**config.mk**
```make
export PLATFORM = sky130hd
export DESIGN_NAME = time_of_year_clock_regs
export DESIGN_NICKNAME = d
export VERILOG_FILES = /design/src/time_of_year_clock_pkg.sv /design/src/time_of_year_clock_regs.sv
export SDC_FILE = /design/constraint.sdc
export NUM_CORES = 1
export LEC_CHECK = 0
export BUFFER_PORTS_ARGS = -buffer_cell sky130_fd_sc_hd__buf_4
export CAP_MARGIN = 20
export CORE_MARGIN = 5
export CORE_UTILIZATION = 29
export CTS_CLUSTER_DIAMETER = 50
export DETAILED_ROUTE_END_ITERATION = 7
export PLACE_DENSITY = 0.56
export SYNTH_ARGS = -nofsm -noshare
export SYNTH_HDL_FRONTEND = slang
export SYNTH_SLANG_ARGS = --single-unit
```
**constraint.sdc**
```tcl
create_clock -name clk -period 2.99 [get_ports clk]
set_input_delay 0.1495 -clock clk [delete_from_list [all_inputs] [get_ports clk]]
set_output_delay 0.1495 -clock clk [all_outputs]
set_load 0.005 [all_outputs]
```
**src/time_of_year_clock_pkg.sv**
```systemverilog
/*
  Constants and carrier types for the time-of-year clock register block.
  Assumes a 50 MHz system clock and a byte-wide register port on the local bus.
*/
package time_of_year_clock_pkg;

  localparam int CLK_HZ = 50_000_000;
  localparam int TICK_HZ = 100;
  localparam int SQW_HZ = 1024;
  localparam int TICK_CYC = CLK_HZ / TICK_HZ;
  localparam int SQW_HALF_CYC = CLK_HZ / (2 * SQW_HZ);

  localparam logic [15:0] OFS_HUND = 16'h8000;
  localparam logic [15:0] OFS_SEC = 16'h8001;
  localparam logic [15:0] OFS_MIN = 16'h8002;
  localparam logic [15:0] OFS_HOUR = 16'h8004;
  localparam logic [15:0] OFS_WDAY = 16'h8006;
  localparam logic [15:0] OFS_DATE = 16'h8008;
  localparam logic [15:0] OFS_MONTH = 16'h8009;
  localparam logic [15:0] OFS_YEAR = 16'h800A;
  localparam logic [15:0] OFS_CMD = 16'h800B;
  localparam logic [15:0] OFS_HB_CLR = 16'h080C;
  localparam logic [127:0] TIME_OFS = {OFS_YEAR, OFS_MONTH, OFS_DATE, OFS_WDAY,
                                       OFS_HOUR, OFS_MIN, OFS_SEC, OFS_HUND};

  localparam int IDX_HUND = 0;
  localparam int IDX_SEC = 1;
  localparam int IDX_MIN = 2;
  localparam int IDX_HOUR = 3;
  localparam int IDX_WDAY = 4;
  localparam int IDX_DATE = 5;
  localparam int IDX_MONTH = 6;
  localparam int IDX_YEAR = 7;

  localparam int HR_12H_BIT = 6;
  localparam int HR_PM_BIT = 5;
  localparam int MON_SQW_OFF_BIT = 6;
  localparam int MON_OSC_STOP_BIT = 7;
  localparam logic [7:0] MON_MASK = 8'h1F;
  localparam logic [7:0] CMD_MASK = 8'hFA;

  localparam logic [63:0] TIME_RST = 64'h0001010100000000;
  localparam logic [7:0] CMD_RST = 8'h80;
  localparam logic OSC_STOP_RST = 1'b1;
  localparam logic SQW_OFF_RST = 1'b1;

  localparam logic [7:0] HUND_MAX = 8'h99;
  localparam logic [7:0] SEC_MAX = 8'h59;
  localparam logic [5:0] HR24_MAX = 6'h23;
  localparam logic [4:0] HR12_MAX = 5'h12;
  localparam logic [4:0] HR12_PRE = 5'h11;
  localparam logic [4:0] HR12_MIN = 5'h01;
  localparam logic [7:0] WDAY_MAX = 8'h07;
  localparam logic [7:0] MONTH_MAX = 8'h12;
  localparam logic [7:0] YEAR_MAX = 8'h99;
  localparam logic [7:0] DAY_ONE = 8'h01;
  localparam logic [7:0] FEB = 8'h02;
  localparam logic [7:0] LAST_31 = 8'h31;
  localparam logic [7:0] LAST_30 = 8'h30;
  localparam logic [7:0] LAST_29 = 8'h29;
  localparam logic [7:0] LAST_28 = 8'h28;

  typedef struct packed {
    logic wr;
    logic rd;
    logic [15:0] addr;
    logic [7:0] wdata;
  } reg_req_t;

  typedef struct packed {
    logic xfer_en;
    logic wd_int_sel;
    logic wd_assert;
    logic pulse_level;
    logic wd_enable;
    logic unused2;
    logic wd_flag;
    logic unused0;
  } clock_cmd_t;

endpackage : time_of_year_clock_pkg

```
**src/time_of_year_clock_regs.sv**
```systemverilog
/*
  Time-of-year clock register block: eight BCD timekeeping bytes with
  frozen readable copies, command register, square wave and heartbeat flag.
  Assumes single-cycle rd/wr strobes from logic on clk; timebase derived from clk.
*/
`timescale 1ns/1ps
module time_of_year_clock_regs
  import time_of_year_clock_pkg::*;
#(
  parameter int unsigned TICK_CYCLES = TICK_CYC,
  parameter int unsigned SQW_HALF_CYCLES = SQW_HALF_CYC
) (
  input wire logic clk,
  input wire logic reset,
  input wire reg_req_t req,
  output logic [7:0] rdata,
  output logic rvalid,
  output logic sqw_out,
  output logic hb_irq,
  output clock_cmd_t wd_ctrl
);

  logic [7:0] tm_int [8];
  logic [7:0] tm_usr [8];
  logic [7:0] next_tm [8];
  logic [7:0] rd_chain [9];
  logic [7:0] hit;
  logic [7:0] wr_hit;
  logic [7:0] load;
  logic [7:0] dirty;
  clock_cmd_t cmd;
  logic osc_stop;
  logic sqw_off;
  logic [19:0] tick_cnt;
  logic [15:0] sqw_cnt;

  function automatic logic [7:0] bcd_inc(input logic [7:0] v);
    bcd_inc = (v[3:0] == 4'h9) ? {v[7:4] + 4'h1, 4'h0} : {v[7:4], v[3:0] + 4'h1};
  endfunction : bcd_inc

  // bus decode
  wire cmd_hit = req.addr == OFS_CMD;
  wire cmd_wr = req.wr && cmd_hit;
  wire hb_clr = req.wr && (req.addr == OFS_HB_CLR);
  wire te_rise = cmd_wr && req.wdata[7] && !cmd.xfer_en;
  wire [7:0] cmd_rd = cmd & CMD_MASK;

  // timebase
  wire tick_end = tick_cnt == 20'(TICK_CYCLES - 1);
  wire adv = !osc_stop && tick_end;
  wire sqw_run = !osc_stop && !sqw_off;
  wire sqw_tog = sqw_run && (sqw_cnt == 16'(SQW_HALF_CYCLES - 1));
  wire sqw_rise = sqw_tog && !sqw_out;

  // carry chain
  wire [7:0] hr = tm_int[IDX_HOUR];
  wire hr12 = hr[HR_12H_BIT];
  wire [7:0] hr_inc = bcd_inc({2'b00, hr12 ? {1'b0, hr[4:0]} : hr[5:0]});
  wire c_sec = adv && tm_int[IDX_HUND] == HUND_MAX;
  wire c_min = c_sec && tm_int[IDX_SEC] == SEC_MAX;
  wire c_hr = c_min && tm_int[IDX_MIN] == SEC_MAX;
  wire day_end = hr12 ? (hr[HR_PM_BIT] && hr[4:0] == HR12_PRE) : (hr[5:0] == HR24_MAX);
  wire c_day = c_hr && day_end;

  // month length; leap test is (2*tens + units) mod 4 on the BCD year
  wire [7:0] mon = tm_int[IDX_MONTH];
  wire [7:0] yr = tm_int[IDX_YEAR];
  wire [1:0] yr_mod4 = 2'({yr[4], 1'b0} + yr[1:0]);
  wire short_mon = (mon == 8'h04) || (mon == 8'h06) || (mon == 8'h09) || (mon == 8'h11);
  wire [7:0] feb_last = (yr_mod4 == 2'b00) ? LAST_29 : LAST_28;
  wire [7:0] last_day = (mon == FEB) ? feb_last : (short_mon ? LAST_30 : LAST_31);
  wire c_mon = c_day && tm_int[IDX_DATE] == last_day;
  wire c_yr = c_mon && mon == MONTH_MAX;

  logic [7:0] hr_next;

  always_comb begin
    hr_next = hr;
    if (!hr12) begin
      hr_next = (hr[5:0] == HR24_MAX) ? {hr[7:6], 6'h00} : {hr[7:6], hr_inc[5:0]};
    end else if (hr[4:0] == HR12_MAX) begin
      hr_next = {hr[7:5], HR12_MIN};
    end else if (hr[4:0] == HR12_PRE) begin
      hr_next = {hr[7:6], ~hr[HR_PM_BIT], HR12_MAX};
    end else begin
      hr_next = {hr[7:5], hr_inc[4:0]};
    end
  end

  always_comb begin
    for (int i = 0; i < 8; i++) begin
      next_tm[i] = tm_int[i];
    end
    if (adv) begin
      next_tm[IDX_HUND] = (tm_int[IDX_HUND] == HUND_MAX) ? 8'h00 : bcd_inc(tm_int[IDX_HUND]);
    end
    if (c_sec) begin
      next_tm[IDX_SEC] = (tm_int[IDX_SEC] == SEC_MAX) ? 8'h00 : bcd_inc(tm_int[IDX_SEC]);
    end
    if (c_min) begin
      next_tm[IDX_MIN] = (tm_int[IDX_MIN] == SEC_MAX) ? 8'h00 : bcd_inc(tm_int[IDX_MIN]);
    end
    if (c_hr) begin
      next_tm[IDX_HOUR] = hr_next;
    end
    if (c_day) begin
      next_tm[IDX_WDAY] = (tm_int[IDX_WDAY] == WDAY_MAX) ? DAY_ONE : bcd_inc(tm_int[IDX_WDAY]);
      next_tm[IDX_DATE] = (tm_int[IDX_DATE] == last_day) ? DAY_ONE : bcd_inc(tm_int[IDX_DATE]);
    end
    if (c_mon) begin
      next_tm[IDX_MONTH] = (mon == MONTH_MAX) ? DAY_ONE : bcd_inc(mon);
    end
    if (c_yr) begin
      next_tm[IDX_YEAR] = (yr == YEAR_MAX) ? 8'h00 : bcd_inc(yr);
    end
  end

  assign rd_chain[0] = cmd_hit ? cmd_rd : 8'h00;

  for (genvar i = 0; i < 8; i++) begin : g_byte
    // month control bits live outside the time byte so they act at once
    wire [7:0] wval = (i == IDX_MONTH) ? (req.wdata & MON_MASK) : req.wdata;
    wire [7:0] shown = (i == IDX_MONTH) ? {osc_stop, sqw_off, tm_usr[i][5:0]} : tm_usr[i];
    assign hit[i] = req.addr == TIME_OFS[16*i +: 16];
    assign wr_hit[i] = req.wr && hit[i];
    assign load[i] = te_rise && dirty[i];
    assign rd_chain[i+1] = rd_chain[i] | (hit[i] ? shown : 8'h00);

    always_ff @(posedge clk) begin
      if (reset) begin
        tm_int[i] <= TIME_RST[8*i +: 8];
        tm_usr[i] <= TIME_RST[8*i +: 8];
        dirty[i] <= 1'b0;
      end else begin
        if (wr_hit[i] && cmd.xfer_en) begin
          tm_int[i] <= wval;
        end else if (load[i]) begin
          tm_int[i] <= tm_usr[i];
        end else begin
          tm_int[i] <= next_tm[i];
        end
        if (wr_hit[i]) begin
          tm_usr[i] <= wval;
        end else if (cmd.xfer_en) begin
          tm_usr[i] <= next_tm[i];
        end
        dirty[i] <= (wr_hit[i] && !cmd.xfer_en) || (dirty[i] && !te_rise);
      end
    end
  end

  always_ff @(posedge clk) begin
    if (reset) begin
      cmd <= CMD_RST;
      osc_stop <= OSC_STOP_RST;
      sqw_off <= SQW_OFF_RST;
    end else begin
      if (cmd_wr) begin
        cmd <= req.wdata & CMD_MASK;
      end
      if (wr_hit[IDX_MONTH]) begin
        osc_stop <= req.wdata[MON_OSC_STOP_BIT];
        sqw_off <= req.wdata[MON_SQW_OFF_BIT];
      end
    end
  end

  // stopped oscillator clears the prescaler so a restart starts a full tick
  always_ff @(posedge clk) begin
    if (reset || osc_stop || tick_end) begin
      tick_cnt <= 20'h00000;
    end else begin
      tick_cnt <= tick_cnt + 20'h00001;
    end
  end

  always_ff @(posedge clk) begin
    if (reset || !sqw_run) begin
      sqw_cnt <= 16'h0000;
      sqw_out <= 1'b0;
    end else if (sqw_tog) begin
      sqw_cnt <= 16'h0000;
      sqw_out <= !sqw_out;
    end else begin
      sqw_cnt <= sqw_cnt + 16'h0001;
    end
  end

  // set wins over a clear in the same cycle
  always_ff @(posedge clk) begin
    if (reset) begin
      hb_irq <= 1'b0;
    end else if (sqw_rise) begin
      hb_irq <= 1'b1;
    end else if (hb_clr) begin
      hb_irq <= 1'b0;
    end
  end

  always_ff @(posedge clk) begin
    if (reset) begin
      rdata <= 8'h00;
      rvalid <= 1'b0;
    end else begin
      rdata <= req.rd ? rd_chain[8] : 8'h00;
      rvalid <= req.rd;
    end
  end

  assign wd_ctrl = cmd;

  wire hr_step = c_hr && !wr_hit[IDX_HOUR] && !load[IDX_HOUR];
endmodule : time_of_year_clock_regs

```
==> summary.md <==
| Metric | Value |
|---|---|
| Fin cells | `roughly 1900` |
| Num rows | `72` |
| Die X | `~210 um` |
| Largest net degree at the start of global routing | `36` |
| Delay of the slowest cell on the worst path | `~0.43 ns` |
| Post-synth EDFFs | `approximately 130` |
| Num CTS Buffers | `17` |
| Pwr dens | `between 400 and 500 mW/mm^2` |
| Post-synthesis adder-cell area fraction | `under 10%` |
| Clock skew | `about 0.016 ns` |
| RSZ-0062 raised after global routing | `true` |
| Vias/cell | `between 5 and 6` |
| ANT nets after route | `0` |
| Fin. max-slew vios | `0` |
| XOR/XNOR share of the synthesized area | `3.07%` |
| CTS clk-pin slew, worst paths | `around 0.07 ns` |
| Maximum VDD drop | `around 370 uV` |
| Hold_sp | `req[7]` |
| Top-count cell post-synth | `nand2_1` |
| Via total after detailed routing | `around 10000` |
| Setup TNS | `0 ns` |
| Worst Path Buf+Inv | `3` |
| Max-cap violations | `0` |
| Synth top cells by count | `nand2_1 (132), edfxtp_1 (128), nor2_1 (117), dfxtp_1 (63)` |
| Full die area | `about 0.043 mm^2` |
| FF-to-FF Start | `tm_int[1][5]` |
| Syn Inst Count | `between 1000 and 1500` |
| Area share of the largest cell type after synthesis | `between 30% and 40%` |
| Max_slew headroom | `around 55%` |
| Worst Tran Pin Value | `approximately 0.66 ns` |
| Crit Path Max Fanout | `14` |
| Congestion Overflow GR | `0` |
| Buffers added on ports | `44` |
| Pre-CTS setup slack | `approximately 0.063 ns` |
| Switching part of the total | `~26%` |
| Seq cells post-synth | `about 190` |
| Vias in the first global route | `~9600` |
| Crit-path most repeated cell | `buf_4` |
| Switching power | `0.00148 W` |
| Global-route wire length before repair | `between 50000 and 60000 um` |
| R2r endpoint | `tm_int[3][9]` |
| Cell area after synthesis | `0.0114 mm^2` |
| R2R setup slack | `0.16 ns` |
| Async set-reset flop share out of synthesis | `0%` |
| DRT Wirelength | `roughly 35000 um` |
| Die Ht | `209 um` |
| Combinational power share | `between 8 and 9%` |
| Top Family by Delay on Critical Path | `simple AND/OR/NAND/NOR gates` |
| Num ports | `47` |
| Main synth FF type | `edfxtp_1` |
| Per-cell routed wire length | `between 15 and 20 um` |
| Minimum clock period | `~2.8 ns` |
| Initial antenna violation count | `0` |
| Compound-gate portion of the synthesized area | `around a fifth` |
| Worst hold stages | `2` |
| Sequential Power Share | `52.2%` |
| Area leader, netlist | `edfxtp_1` |
| Internal power | `~0.0043 W` |
| Final setup vio count | `0` |
| Share of post-route cells with drive strength above 1 | `13.5%` |
| CTS Sinks | `~190` |
| CTS max path bufs | `2` |
| CTS tree | `done` |
| Final HPWL DP | `~26000 um` |
| Yosys warnings | `0` |
| RePlAce Congestion | `between 0.8 and 0.9` |
| Main combinational cell family by area after synthesis | `simple AND/OR/NAND/NOR gates` |
| Post-route setup slack | `0.164 ns` |
| HP Class | `in2reg` |
| Clock network fraction of total power | `slightly below 40%` |
| Leak Pwr | `slightly below 5 nW` |
| Status | `finished, final reports clean` |
| Synth cell types | `slightly below 90` |
| Nets | `around 1400` |
| Worst setup SP type | `register` |
| Hold Vio Cnt, Final | `0` |
| Gr usage total | `15.9%` |
| Ant. Diodes | `0` |
| Core area | `approximately 0.039 mm^2` |
| Mean Syn Cell Area | `around 9.4 um^2` |
| Clock latency on the worst-skew pair | `between 0.4 and 0.5 ns` |
| Slowest stage cell, crit path | `edfxtp_1` |
| CTS H-tree lvls | `4` |
| Ordered cell list for the critical path | `inv_1, ha_1, and3b_1, and4_1, buf_4, nand2_1, nor3_2, buf_4, nand3_1, mux2i_1, o21ai_0` |
| # DRC | `0` |
| DP Cell Count | `about 1800` |
| Worst path required time | `~3.2 ns` |
| Root Buffer | `clkbuf_16` |
| Peak Freq | `around 350 MHz` |
| Worst reg-to-reg path cell count | `11` |
| Initial Utilization | `~29%` |
| Hold slack | `0.112 ns` |
| Synth top area cells | `edfxtp_1 (34%), dfxtp_1 (11%), nand2_1 (4.3%)` |
| End of the worst hold path | `wd_ctrl[7]` |
| Synth-to-layout area growth | `16.9%` |
| Drt first pass iters | `7` |
| Critical path type | `reg2reg` |
| Final period utilization | `approximately 95%` |
| Multiplexer area fraction after synthesis | `around 3.0%` |
| Arr. time, crit path | `3.01 ns` |
| Initial DRC count | `1158` |
| Critical Path Sink Type | `register` |
| Post-synthesis simple-gate area fraction | `between 20% and 30%` |
| Seq/Total Area, Yosys | `44.7%` |
[metrics by stage]
step / total power, W / utilization (%) / instance area (um^2)
2_1_floorplan: 0.00333 / - / 11700
3_3_place_gp: 0.00353 / 32.9 / 12800
3_5_place_dp: 0.00353 / 32.9 / 12800
4_1_cts: 0.00580 / 34.4 / 13300
5_1_grt: 0.00597 / 34.4 / 13400
6_report: 0.00577 / 34.4 / 13400
[how the worst max path moves through the flow]
stage            startpoint  cells past startpoint             to
6_report       tm_int[1][5]                     11   tm_int[3][9]
5_1_grt        tm_int[0][1]                     11   tm_int[2][7]
4_1_cts        tm_int[3][5]                     10   tm_int[3][5]
3_5_place_dp   tm_int[3][5]                     10   tm_int[3][5]
3_3_place_gp   tm_int[3][5]                     10   tm_int[3][5]
2_1_floorplan  tm_int[3][4]                     10  tm_int[3][12]
[placed cells by master, fill, tap and decap left out, types with 43 or more instances in the layout]
cell and n:
nand2_1 132, edfxtp_1 128, nor2_1 117, buf_4 112
conb_1 64, dfxtp_1 63, o21ai_1 49, a21oi_1 48
o21ai_0 46, a22oi_1 45, nand3_1 43
[kinds of logic (layout without fill, tap and decap cells)]
| kind of cell | Yosys count | count (layout) |
|---|---|---|
| mux | 34 | 34 |
| flops | 191 | 191 |
| xor+xnor | 40 | 40 |
| compound gates | 315 | 315 |
| simple gates | 489 | 489 |
| buf+inv | 112 | 174 |
| fa+ha+maj | 30 | 30 |
| other cells | 2 | 64 |
[worst register-to-register path, stage by stage (launching register included)]
cell	delay [ns]
edfxtp_1	0.43
inv_1	0.08
ha_1	0.15
and3b_1	0.24
and4_1	0.32
buf_4	0.21
nand2_1	0.10
nor3_2	0.12
buf_4	0.23
nand3_1	0.28
mux2i_1	0.29
o21ai_0	0.12
[flip-flops by register name (all words and copies together), names as in the netlist]
name	cells
tm_int	64
sqw_off	1
rdata	8
osc_stop	1
sqw_out	1
sqw_cnt	16
tm_usr	64
dirty	8
wd_ctrl	6
tick_cnt	20
rvalid	1
hb_irq	1
[layout make-up]
cell class	instances	area, um^2
Timing Repair Buffer	112	841
Clock buffer	21	493
Fill cell	3981	25500
Multi-Input combinational cell	972	6080
Sequential cell	191	5100
Clock inverter	11	75.1
Tap cell	518	648
Inverter	30	113
[power by group through the flow]
stage / Clock, W / Combinational [W] / Sequential, W
floorplan: 0 / 0.000300 / 0.00303
global placement: 0 / 0.000457 / 0.00307
detailed placement: 0 / 0.000464 / 0.00307
CTS: 0.00232 / 0.000466 / 0.00301
global route: 0.00242 / 0.000525 / 0.00302
finish: 0.00228 / 0.000476 / 0.00301
[what timing repair did]
item	in CTS	in global routing
hold buffers	0	0
resized for setup	0	5
endpoints found under the setup margin	0	16
buffers inserted	0	0
[per-layer routing]
metal  global-route usage (%)  up-vias  routed length [um]
met3                     2.61       52                2090
met2                     25.9      347               16600
met4                     4.80        0                 869
met1                     21.7     4761               15600
li1                         -     4723                   -
met5                        0        -                   0
(Power assumes the default switching activity.)
